--- src/art_pkg.sv ---
package art_pkg;

  // ****************************************************************
  // Register byte addresses
  // ****************************************************************
  localparam logic [5:0] ADDR_TIMER_CTRL   = 6'h00;
  localparam logic [5:0] ADDR_COUNT_LOW    = 6'h04;
  localparam logic [5:0] ADDR_COUNT_HIGH   = 6'h08;
  localparam logic [5:0] ADDR_RELOAD_LOW   = 6'h0C;
  localparam logic [5:0] ADDR_RELOAD_HIGH  = 6'h10;
  localparam logic [5:0] ADDR_IRQ_STATUS   = 6'h14;
  localparam logic [5:0] ADDR_IRQ_ENABLE   = 6'h18;
  localparam logic [5:0] ADDR_IRQ_CLEAR    = 6'h1C;
  localparam logic [5:0] ADDR_VECTOR_ACK   = 6'h20;

  // ****************************************************************
  // Control register fields
  // ****************************************************************
  localparam int BIT_PIN_GATE     = 7;
  localparam int BIT_COUNT_SRC    = 6;
  localparam int BIT_OVF_FLAG     = 5;
  localparam int BIT_RUN_CONTROL  = 4;
  localparam int BIT_IRQ_A_FLAG   = 3;
  localparam int BIT_IRQ_A_TRIG   = 2;
  localparam int BIT_IRQ_B_FLAG   = 1;
  localparam int BIT_IRQ_B_TRIG   = 0;

  // Status / enable / clear layout
  localparam int EVT_OVERFLOW = 0;
  localparam int EVT_IRQ_A    = 1;
  localparam int EVT_IRQ_B    = 2;
  localparam int EVT_COUNT    = 3;

  // ****************************************************************
  // Reset values and timing
  // ****************************************************************
  localparam logic [7:0]  RST_TIMER_CTRL = 8'h00;
  localparam logic [7:0]  RST_BYTE       = 8'h00;
  localparam logic [2:0]  RST_EVENTS     = 3'h0;
  localparam int          OSC_PER_MACHINE = 12;
  localparam logic [3:0]  SAMPLE_SLOT    = 4'h6;
  localparam logic [3:0]  LAST_SLOT      = 4'(OSC_PER_MACHINE - 1);

endpackage : art_pkg

--- src/art_timer_counter.sv ---
// Functional notes
// - Count pin sampled once per machine cycle slot
// - Tick at osc/12 or external 1-to-0 transitions
// - Source bit: 1 pin, 0 internal
// - Run control enables counting
// - High/low bytes form one 16-bit counter
// - Overflow reloads count from reload bytes
// - Reload registers unchanged by reload
// - Overflow sets flag, may interrupt
// - Trigger select edge or level per pin
// - Irq flag and trigger bit positions
//
// Implementation choices: the Avalon-MM slave port and the address map.
module art_timer_counter
  import art_pkg::*;
(
  input  wire logic        mclk,
  input  wire logic        srst,
  input  wire logic [5:0]  avsAddress,
  input  wire logic        avsRead,
  input  wire logic        avsWrite,
  input  wire logic [31:0] avsWriteData,
  input  wire logic [3:0]  avsByteEnable,
  output logic [31:0]      avsReadData,
  output logic             avsWaitRequest,
  input  wire logic        countInputPin,
  input  wire logic        extIrqAPin,
  input  wire logic        extIrqBPin,
  output logic             irq,
  output logic             timerIrqReq,
  output logic             extIrqAReq,
  output logic             extIrqBReq
);

  // ****************************************************************
  // State
  // ****************************************************************
  logic [7:0]  ctrl_ff;
  logic [15:0] count_ff;
  logic [7:0]  reloadLow_ff;
  logic [7:0]  reloadHigh_ff;
  logic [3:0]  slot_ff;
  logic        pinSample_ff;
  logic        pinPrev_ff;
  logic        irqAPrev_ff;
  logic        irqBPrev_ff;
  logic [2:0]  status_ff;
  logic [2:0]  enable_ff;
  logic        ack_ff;
  logic [31:0] readData_ff;

  logic        wrEn;
  logic        rdEn;
  logic        lane0;
  logic        machineTick;
  logic        sampleStrobe;
  logic        pinFall;
  logic        enabled;
  logic        tick;
  logic        overflow;
  logic        edgeA;
  logic        edgeB;
  logic        vectorAck;
  logic [15:0] nxt_count;

  // ****************************************************************
  // Avalon slave: one wait state on reads, writes take at once
  // ****************************************************************
  assign wrEn  = avsWrite;
  assign rdEn  = avsRead && ack_ff;
  assign lane0 = avsByteEnable[0];
  assign avsWaitRequest = avsRead && !ack_ff;
  assign avsReadData    = readData_ff;

  always_ff @(posedge mclk) begin
    if (srst) begin
      ack_ff <= 1'b0;
    end else begin
      ack_ff <= avsRead && !ack_ff;
    end
  end

  // Read data registered in the wait cycle so it stands at the accept edge
  always_ff @(posedge mclk) begin
    if (srst) begin
      readData_ff <= 32'h0000_0000;
    end else if (avsRead && !ack_ff) begin
      unique case (avsAddress)
        6'(ADDR_TIMER_CTRL):  readData_ff <= {24'h00_0000, ctrl_ff};
        6'(ADDR_COUNT_LOW):   readData_ff <= {24'h00_0000, count_ff[7:0]};
        6'(ADDR_COUNT_HIGH):  readData_ff <= {24'h00_0000, count_ff[15:8]};
        6'(ADDR_RELOAD_LOW):  readData_ff <= {24'h00_0000, reloadLow_ff};
        ADDR_RELOAD_HIGH:     readData_ff <= {24'h00_0000, reloadHigh_ff};
        ADDR_IRQ_STATUS:      readData_ff <= {28'h000_0000, pinSample_ff, status_ff};
        ADDR_IRQ_ENABLE:      readData_ff <= {29'h0000_0000, enable_ff};
        default:              readData_ff <= 32'h0000_0000;
      endcase
    end
  end

  assign vectorAck = wrEn && lane0 && (avsAddress == ADDR_VECTOR_ACK) && avsWriteData[0];

  // ****************************************************************
  // Machine cycle timing
  // ****************************************************************
  always_ff @(posedge mclk) begin
    if (srst) begin
      slot_ff <= 4'h0;
    end else if (slot_ff == LAST_SLOT) begin
      slot_ff <= 4'h0;
    end else begin
      slot_ff <= slot_ff + 4'h1;
    end
  end

  assign machineTick  = (slot_ff == LAST_SLOT);
  assign sampleStrobe = (slot_ff == SAMPLE_SLOT);

  // Pin is synchronous by assumption; one sample per machine cycle
  always_ff @(posedge mclk) begin
    if (srst) begin
      pinSample_ff <= 1'b0;
      pinPrev_ff   <= 1'b0;
    end else if (sampleStrobe) begin
      pinSample_ff <= countInputPin;
      pinPrev_ff   <= pinSample_ff;
    end
  end

  // Counted one cycle after the second sample, so an edge spans two cycles
  assign pinFall = sampleStrobe && pinPrev_ff && !pinSample_ff;

  // ****************************************************************
  // Counter
  // ****************************************************************
  assign enabled = ctrl_ff[BIT_RUN_CONTROL] &&
                   (!ctrl_ff[BIT_PIN_GATE] || extIrqAPin);
  assign tick = enabled &&
                (ctrl_ff[BIT_COUNT_SRC] ? pinFall : machineTick);
  assign overflow = tick && (count_ff == 16'hFFFF);

  always_comb begin
    nxt_count = count_ff;
    if (tick) begin
      nxt_count = overflow ? {reloadHigh_ff, reloadLow_ff}
                           : count_ff + 16'h0001;
    end
    if (wrEn && lane0 && avsAddress == 6'(ADDR_COUNT_LOW)) begin
      nxt_count[7:0] = avsWriteData[7:0];
    end
    if (wrEn && lane0 && avsAddress == 6'(ADDR_COUNT_HIGH)) begin
      nxt_count[15:8] = avsWriteData[7:0];
    end
  end

  always_ff @(posedge mclk) begin
    if (srst) begin
      count_ff <= {RST_BYTE, RST_BYTE};
    end else begin
      count_ff <= nxt_count;
    end
  end

  // Only software writes these; reload never touches them
  always_ff @(posedge mclk) begin
    if (srst) begin
      reloadLow_ff  <= RST_BYTE;
      reloadHigh_ff <= RST_BYTE;
    end else if (wrEn && lane0) begin
      if (avsAddress == 6'(ADDR_RELOAD_LOW)) begin
        reloadLow_ff <= avsWriteData[7:0];
      end
      if (avsAddress == ADDR_RELOAD_HIGH) begin
        reloadHigh_ff <= avsWriteData[7:0];
      end
    end
  end

  // ****************************************************************
  // External interrupt pins
  // ****************************************************************
  always_ff @(posedge mclk) begin
    if (srst) begin
      irqAPrev_ff <= 1'b1;
      irqBPrev_ff <= 1'b1;
    end else begin
      irqAPrev_ff <= extIrqAPin;
      irqBPrev_ff <= extIrqBPin;
    end
  end

  // Active low inputs: falling edge in edge mode, low level otherwise
  assign edgeA = ctrl_ff[BIT_IRQ_A_TRIG] ? (irqAPrev_ff && !extIrqAPin)
                                         : !extIrqAPin;
  assign edgeB = ctrl_ff[BIT_IRQ_B_TRIG] ? (irqBPrev_ff && !extIrqBPin)
                                         : !extIrqBPin;

  // ****************************************************************
  // Control register; hardware sets win over software writes
  // ****************************************************************
  always_ff @(posedge mclk) begin
    if (srst) begin
      ctrl_ff <= RST_TIMER_CTRL;
    end else begin
      if (wrEn && lane0 && avsAddress == 6'(ADDR_TIMER_CTRL)) begin
        ctrl_ff <= avsWriteData[7:0];
      end
      if (vectorAck) begin
        ctrl_ff[BIT_OVF_FLAG] <= 1'b0;
      end
      if (overflow) begin
        ctrl_ff[BIT_OVF_FLAG] <= 1'b1;
      end
      if (edgeA) begin
        ctrl_ff[BIT_IRQ_A_FLAG] <= 1'b1;
      end else if (!ctrl_ff[BIT_IRQ_A_TRIG]) begin
        ctrl_ff[BIT_IRQ_A_FLAG] <= 1'b0;
      end
      if (edgeB) begin
        ctrl_ff[BIT_IRQ_B_FLAG] <= 1'b1;
      end else if (!ctrl_ff[BIT_IRQ_B_TRIG]) begin
        ctrl_ff[BIT_IRQ_B_FLAG] <= 1'b0;
      end
    end
  end

  assign timerIrqReq = ctrl_ff[BIT_OVF_FLAG];
  assign extIrqAReq  = ctrl_ff[BIT_IRQ_A_FLAG];
  assign extIrqBReq  = ctrl_ff[BIT_IRQ_B_FLAG];

  // ****************************************************************
  // Sticky status, enable, clear
  // ****************************************************************
  always_ff @(posedge mclk) begin
    if (srst) begin
      status_ff <= RST_EVENTS;
      enable_ff <= RST_EVENTS;
    end else begin
      if (wrEn && lane0 && avsAddress == ADDR_IRQ_ENABLE) begin
        enable_ff <= avsWriteData[2:0];
      end
      status_ff <= (status_ff &
                    ~((wrEn && lane0 && avsAddress == ADDR_IRQ_CLEAR)
                      ? avsWriteData[2:0] : 3'h0))
                   | {edgeB && ctrl_ff[BIT_IRQ_B_TRIG],
                      edgeA && ctrl_ff[BIT_IRQ_A_TRIG], overflow};
    end
  end

  // Level output, registered so it never glitches on bus writes
  always_ff @(posedge mclk) begin
    if (srst) begin
      irq <= 1'b0;
    end else begin
      irq <= |(status_ff & enable_ff);
    end
  end

endmodule : art_timer_counter

--- config.mk ---
export PLATFORM = sky130hd
export DESIGN_NAME = art_timer_counter
export DESIGN_NICKNAME = d
export VERILOG_FILES = /design/src/art_pkg.sv /design/src/art_timer_counter.sv
export SDC_FILE = /design/constraint.sdc
export NUM_CORES = 1
export LEC_CHECK = 0
export CAP_MARGIN = 20
export CORE_ASPECT_RATIO = 0.75
export CORE_MARGIN = 5
export CORE_UTILIZATION = 45
export CTS_BUF_LIST = sky130_fd_sc_hd__clkbuf_2
export CTS_CLUSTER_DIAMETER = 150
export DETAILED_ROUTE_END_ITERATION = 16
export DONT_BUFFER_PORTS = 1
export GPL_ROUTABILITY_DRIVEN = 0
export MAX_ROUTING_LAYER = met4
export PLACE_DENSITY_LB_ADDON = 0.3
export SETUP_SLACK_MARGIN = 0.02
export SLEW_MARGIN = 20
export SYNTH_ARGS = -nofsm -noshare
export SYNTH_HDL_FRONTEND = slang
export SYNTH_SLANG_ARGS = --single-unit
--- constraint.sdc ---
create_clock -name mclk -period 2.2 [get_ports mclk]
set_input_delay 0.22 -clock mclk [delete_from_list [all_inputs] [get_ports mclk]]
set_output_delay 0.22 -clock mclk [all_outputs]
set_load 0.1 [all_outputs]
Word-level counts from Yosys, hierarchy flattened
Cells that the tools add are included.
Word-level totals
  bits in registers: 88
  word-level logic and storage cells: 85
Operators by class
  add/subtract/negate cells: 2
  equality and inequality tests: 13
  muxes and demuxes: 16
  bitwise logic cells: 4
  reductions and logical operators: 32
Operator list (number)
  $pmux 8 s7: 1
  $mux 16: 2
  $eq 6x5->1 const B: 4
  $logic_and 1x1->1: 18
  $add 16x1->16 const B: 1
  $eq 16x16->1 const B: 1
  $mux 8: 2
  $eq 6x4->1 const B: 2
  $mux 1: 9
  $and 3x3->3: 2
  $eq 6x3->1 const B: 1
  $eq 6x6->1 const B: 1
  $logic_not 6->1: 1
  $mux 6: 1
  $ne 3x1->1 const B: 2
  $logic_not 1->1: 5
  $add 4x1->4 const B: 1
  $eq 4x3->1 const B: 1
  $eq 4x4->1 const B: 1
  $reduce_and 2->1: 2
  $reduce_bool 2->1: 2
  $mux 3: 1
  $not 3->3: 1
  $or 3x3->3: 1
  4 further kinds: 4

Logic depth before layout (Yosys ltp)
  depth after elaboration: 9
  mapped depth: 9
  depth with buffers taken out: 7

Least setup slack after synthesis
Ideal clock, no wire load.
  path type: register -> register
  from: reg ack_ff
  to: reg readData_ff[3], in the netlist avsReadData[3]
  arrival time: 2337 ps
  slack: -197 ps
  stages on the path, launching flop included: 6
  clock period less this slack: 2397 ps
  cells stage by stage: dfxtp_1 > nor2b_1 > and2_1 > nand3_1 > a21oi_1 > a21o_1
Between the ends
  longest elaborated chain between the ends: 2
Ends and longest elaborated chain
  start, declared: line art_timer_counter.sv:49  | logic ack_ff;
  start signal, assigned: line art_timer_counter.sv:79  | ack_ff <= avsRead && !ack_ff;
  $logic_not 1->1
  $logic_and 1x1->1
  net avsWaitRequest: line art_timer_counter.sv:25  | output logic avsWaitRequest,
  end signal, assigned: line art_timer_counter.sv:89  | 6'(ADDR_TIMER_CTRL): readData_ff <= {24'h00_0000, ctrl_ff};
  end signal, assigned: line art_timer_counter.sv:90  | 6'(ADDR_COUNT_LOW): readData_ff <= {24'h00_0000, count_ff[7:0]};
  end signal, assigned: line art_timer_counter.sv:91  | 6'(ADDR_COUNT_HIGH): readData_ff <= {24'h00_0000, count_ff[15:8]};
  end, declared: line art_timer_counter.sv:50  | logic [31:0] readData_ff;
The timed path passes the listed nets, and every way through them passes these cells.
A chain may end at the register's enable or synchronous reset.

Worst setup path after layout
  from: reg count_ff[1]
  to: reg count_ff[9]
Between the ends
  longest elaborated chain between the ends: 5
  elaborated cells between the ends (all ways): 6
  those cells by class: add/sub (1); eq/ne (1); mux (3); reduce/logical (1)
Ends and longest elaborated chain
  start, declared: line art_timer_counter.sv:39  | logic [15:0] count_ff;
  start signal, assigned: line art_timer_counter.sv:158  | count_ff <= {RST_BYTE, RST_BYTE};
  start signal, assigned: line art_timer_counter.sv:160  | count_ff <= nxt_count;
  branches (longest 2 deep; another with $add 16x1->16)
  $mux 16 (*): line art_timer_counter.sv:145  | nxt_count = overflow ? {reloadHigh_ff, reloadLow_ff}
  $mux 16 (*): line art_timer_counter.sv:144  | if (tick) begin
  $mux 8 (*): line art_timer_counter.sv:151  | if (wrEn && lane0 && avsAddress == 6'(ADDR_COUNT_HIGH)) begin
Mark *: on every way between the ends. The select of a mux whose other input is x is not followed.

==> flow_summary.toml <==
[logic_synthesis]
synthSimpleGateAreaFrac = 0.227
post_synthesis_compound_gate_area_fraction = 0.186
multiplexer_fraction_of_the_synthesized_cell_area = 0.130
adder_cell_share_of_the_synthesized_area = 0.0101
synth_ff_type = "sky130_fd_sc_hd__dfxtp_1"
synth_enable_flop_cells = 0
synth-seq-area-share = 0.344
synth_warnings = 0
synth.distinct_cells = 69
yosys_register_bits = 64
synthXorXnorAreaFrac = 0.00706
async_reset_ff_frac = 0
largest_family_of_logic_cells_by_synthesized_area = "simple AND/OR/NAND/NOR gates"
syn_area_per_cell_um2 = 8.91
synthCells = 418
syn-cell-area_um2 = 3720

[cells_and_area]
nNetsFinal = 513
layout_common_cells = "sky130_fd_sc_hd__dfxtp_1, sky130_fd_sc_hd__nor2_1, sky130_fd_sc_hd__nand2_1, sky130_fd_sc_hd__buf_4, sky130_fd_sc_hd__mux2i_1"
areaGrowthSynthToFinish_pct = 15.1
post_route_cells_drive_above_1_share = 0.172
layout_commonest_cell = "sky130_fd_sc_hd__dfxtp_1"
num-fill-cells = 762

[floorplan]
ioPinCount = 86
floorplan.die.width_um = 115
floorplan.rows = 28
dieArea_um2 = 10200
initial_core_util = 0.466
die_height_um = 88.8
core_um2 = 7990

[critical_path]
critPathLaunchType = "register"
rr_worst_depth = 7
critical_path_sink_type = "register"
crit_required_ns = 2.70
critical_path_arrival_ns = 2.51
cp_max_fo = 11
crit_type = "register to register"

[detailed_routing]
drt_first_pass_iters = 6
detailroute.wirelength.met3_um = 1530
vias_per_cell = 5.99
vias = 3432
wl_per_cell_um = 19.4
remaining_drc_errors = 0
detail-route-antenna-nets = 0
topRoutingLayerUsed = "met4"
met2WireLength_um = 4480
drt_first_iter_violations = 454
met1_length_um = 4930
wl_um = 11100

[outcome]
run_status = "finished, final reports clean"

[sta]
final_period_minus_worst_setup_slack_ns = 2.01
min_period_over_period = 0.915
setup_viol = 0
post-route-worst-setup-slack_ns = 0.187
worst_slew_margin_rel = 0.533
fmax_ghz = 0.497
rsz0062_at_grt = "false"
hold-worst-slack_ns = 0.0282
final-max-slew-violation-count = 0
timing_hold_violations_final = 0
totalNegativeSetupSlack_ns = 0
clock-skew-final_ns = 0.0184
worstMarginPinSlew_ns = 0.694

[global_route]
congestion_overflow_gr = 0
grt_first_pass_wirelength_um = 17300
grt_max_degree = 55
grt_antenna_before_repair = 2
grt_pass1_vias = 3157
grt.total_usage = 0.232

[job]
timing.max_cap.violations = 0

[min_path]
hold_path_cells = 3
hp-class = "input pin to register"

[placement]
hpwlAfterDp_um = 7790
dp_slack_ns = 0.189
io_buffers = 0

[clock_tree]
numClockSinks = 64
tritoncts = "built"
ctsRootBufferMaster = "sky130_fd_sc_hd__clkbuf_2"
clkLatencyLatePin_ns = 0.55
tritoncts.num_buffers = 9
clk_pin_slew_ns = 0.19
clock_tree.htree_level_count = 3
clockBufferDepth = 2

[pwr]
peakVddDrop_v = 0.000425
power_leakage_uw = 0.00166
power_density_nw_per_um2 = 547
==> synthesized netlist by cell type, types with 2 or more instances <==
library cell / n / area (um^2)
sky130_fd_sc_hd__dfxtp_1: 64 / 1280
sky130_fd_sc_hd__nor2_1: 46 / 173
sky130_fd_sc_hd__nand2_1: 35 / 131
sky130_fd_sc_hd__mux2i_1: 28 / 280
sky130_fd_sc_hd__buf_4: 25 / 188
sky130_fd_sc_hd__a21oi_1: 24 / 120
sky130_fd_sc_hd__o21ai_0: 18 / 90.1
sky130_fd_sc_hd__nand3_1: 16 / 80.1
sky130_fd_sc_hd__inv_1: 11 / 41.3
sky130_fd_sc_hd__buf_2: 10 / 50.1
sky130_fd_sc_hd__clkbuf_1: 10 / 37.5
sky130_fd_sc_hd__mux4_2: 8 / 180
sky130_fd_sc_hd__nor3_1: 8 / 40.0
sky130_fd_sc_hd__a22oi_1: 7 / 52.6
sky130_fd_sc_hd__and4_1: 6 / 52.6
sky130_fd_sc_hd__a211oi_2: 5 / 62.6
sky130_fd_sc_hd__and3_1: 5 / 31.3
sky130_fd_sc_hd__nor4_1: 5 / 31.3
sky130_fd_sc_hd__a31oi_1: 4 / 25.0
sky130_fd_sc_hd__nand4_1: 4 / 25.0
sky130_fd_sc_hd__nor2b_1: 4 / 25.0
sky130_fd_sc_hd__o21ai_1: 4 / 20.0
sky130_fd_sc_hd__a211oi_1: 3 / 22.5
sky130_fd_sc_hd__a32oi_1: 3 / 26.3
sky130_fd_sc_hd__a41oi_1: 3 / 26.3
sky130_fd_sc_hd__and2_1: 3 / 18.8
sky130_fd_sc_hd__buf_6: 3 / 33.8
sky130_fd_sc_hd__ha_1: 3 / 37.5
sky130_fd_sc_hd__a21o_1: 2 / 15.0
sky130_fd_sc_hd__a311oi_1: 2 / 17.5
sky130_fd_sc_hd__and4b_1: 2 / 20.0
sky130_fd_sc_hd__nand2b_1: 2 / 12.5
sky130_fd_sc_hd__nand3b_1: 2 / 15.0
sky130_fd_sc_hd__nor4b_1: 2 / 17.5
sky130_fd_sc_hd__o211ai_1: 2 / 15.0
sky130_fd_sc_hd__o21a_1: 2 / 15.0
sky130_fd_sc_hd__o31ai_1: 2 / 15.0
sky130_fd_sc_hd__o32ai_1: 2 / 17.5
sky130_fd_sc_hd__or2_2: 2 / 12.5
sky130_fd_sc_hd__xnor2_1: 2 / 17.5
==> state kept, by name, summed over array words and instances, names as in the netlist, 3 cells and up <==
name and flops:
enable_ff 3, slot_ff 4, avsReadData 8, reloadHigh_ff 8
ctrl_ff 8, reloadLow_ff 8, status_ff 3, count_ff 16
==> kinds of logic (layout without fill, tap and decap cells) <==
group                      count (synthesis)  count (layout)
xor gates and xnor gates                   3               3
AOI/OAI and AO/OA                         96              96
other                                      1              26
muxes                                     38              38
and+or+nand+nor                          153             153
buffers and inverters                     60              85
adders and majority gates                  3               3
DFF                                       64              64
==> critical path: stages (launching register included) <==
cell	delay (ns)
sky130_fd_sc_hd__dfxtp_1	0.38
sky130_fd_sc_hd__ha_2	0.27
sky130_fd_sc_hd__and4_1	0.21
sky130_fd_sc_hd__and4_1	0.34
sky130_fd_sc_hd__buf_4	0.24
sky130_fd_sc_hd__a21oi_1	0.08
sky130_fd_sc_hd__or3_1	0.31
sky130_fd_sc_hd__a31oi_1	0.15
==> power by group <==
group	leakage, uW	switching [uW]	total [uW]	internal, uW
combinational	0.00107	284	353	69.0
clock	0.0000707	446	809	364
sequential	0.000517	10.7	1180	1170
==> cell type report <==
type,count,area (um^2),area share
Multi-Input combinational cell,317,2180,0.510
Sequential cell,64,1280,0.299
Timing Repair Buffer,58,510,0.119
Tap cell,105,131,0.0307
Clock inverter,7,86.3,0.0202
Clock buffer,9,45.0,0.0105
Inverter,11,41.3,0.00964
Antenna cell,2,5.00,0.00117
==> path summary, 6_finish.rpt <==
kind	slack, ns	startpoint	end
setup reg to reg	0.19	count_ff[1]	count_ff[9]
setup / recovery	0.19	count_ff[1]	count_ff[9]
hold reg to reg	0.48	avsReadData[5]	avsReadData[5]
hold / removal	0.03	avsAddress[4]	avsReadData[5]
==> per-layer routing <==
| layer | GRT usage | vias up |
|---|---|---|
| met5 | - | - |
| met4 | 0.0618 | 0 |
| met3 | 0.0909 | 21 |
| met2 | 0.309 | 212 |
| met1 | 0.324 | 1618 |
| li1 | - | 1581 |
==> what timing repair did <==
item,in CTS,in global routing
hold buffers,20,3
resized for setup,0,1
buffers inserted,0,0
hold endpoints to repair,63,2
endpoints found under the setup margin,0,1
==> metrics by stage <==
step           std cells   util  total power, uW  cell area [um^2]
2_1_floorplan        441      -             1530              3810
3_3_place_gp         532  0.488             1490              3900
3_5_place_dp         532  0.488             1490              3900
4_1_cts              568  0.532             2360              4250
5_1_grt              573  0.536             2440              4280
6_report             573  0.536             2350              4280
No activity file was read; power rests on OpenSTA's default activity.
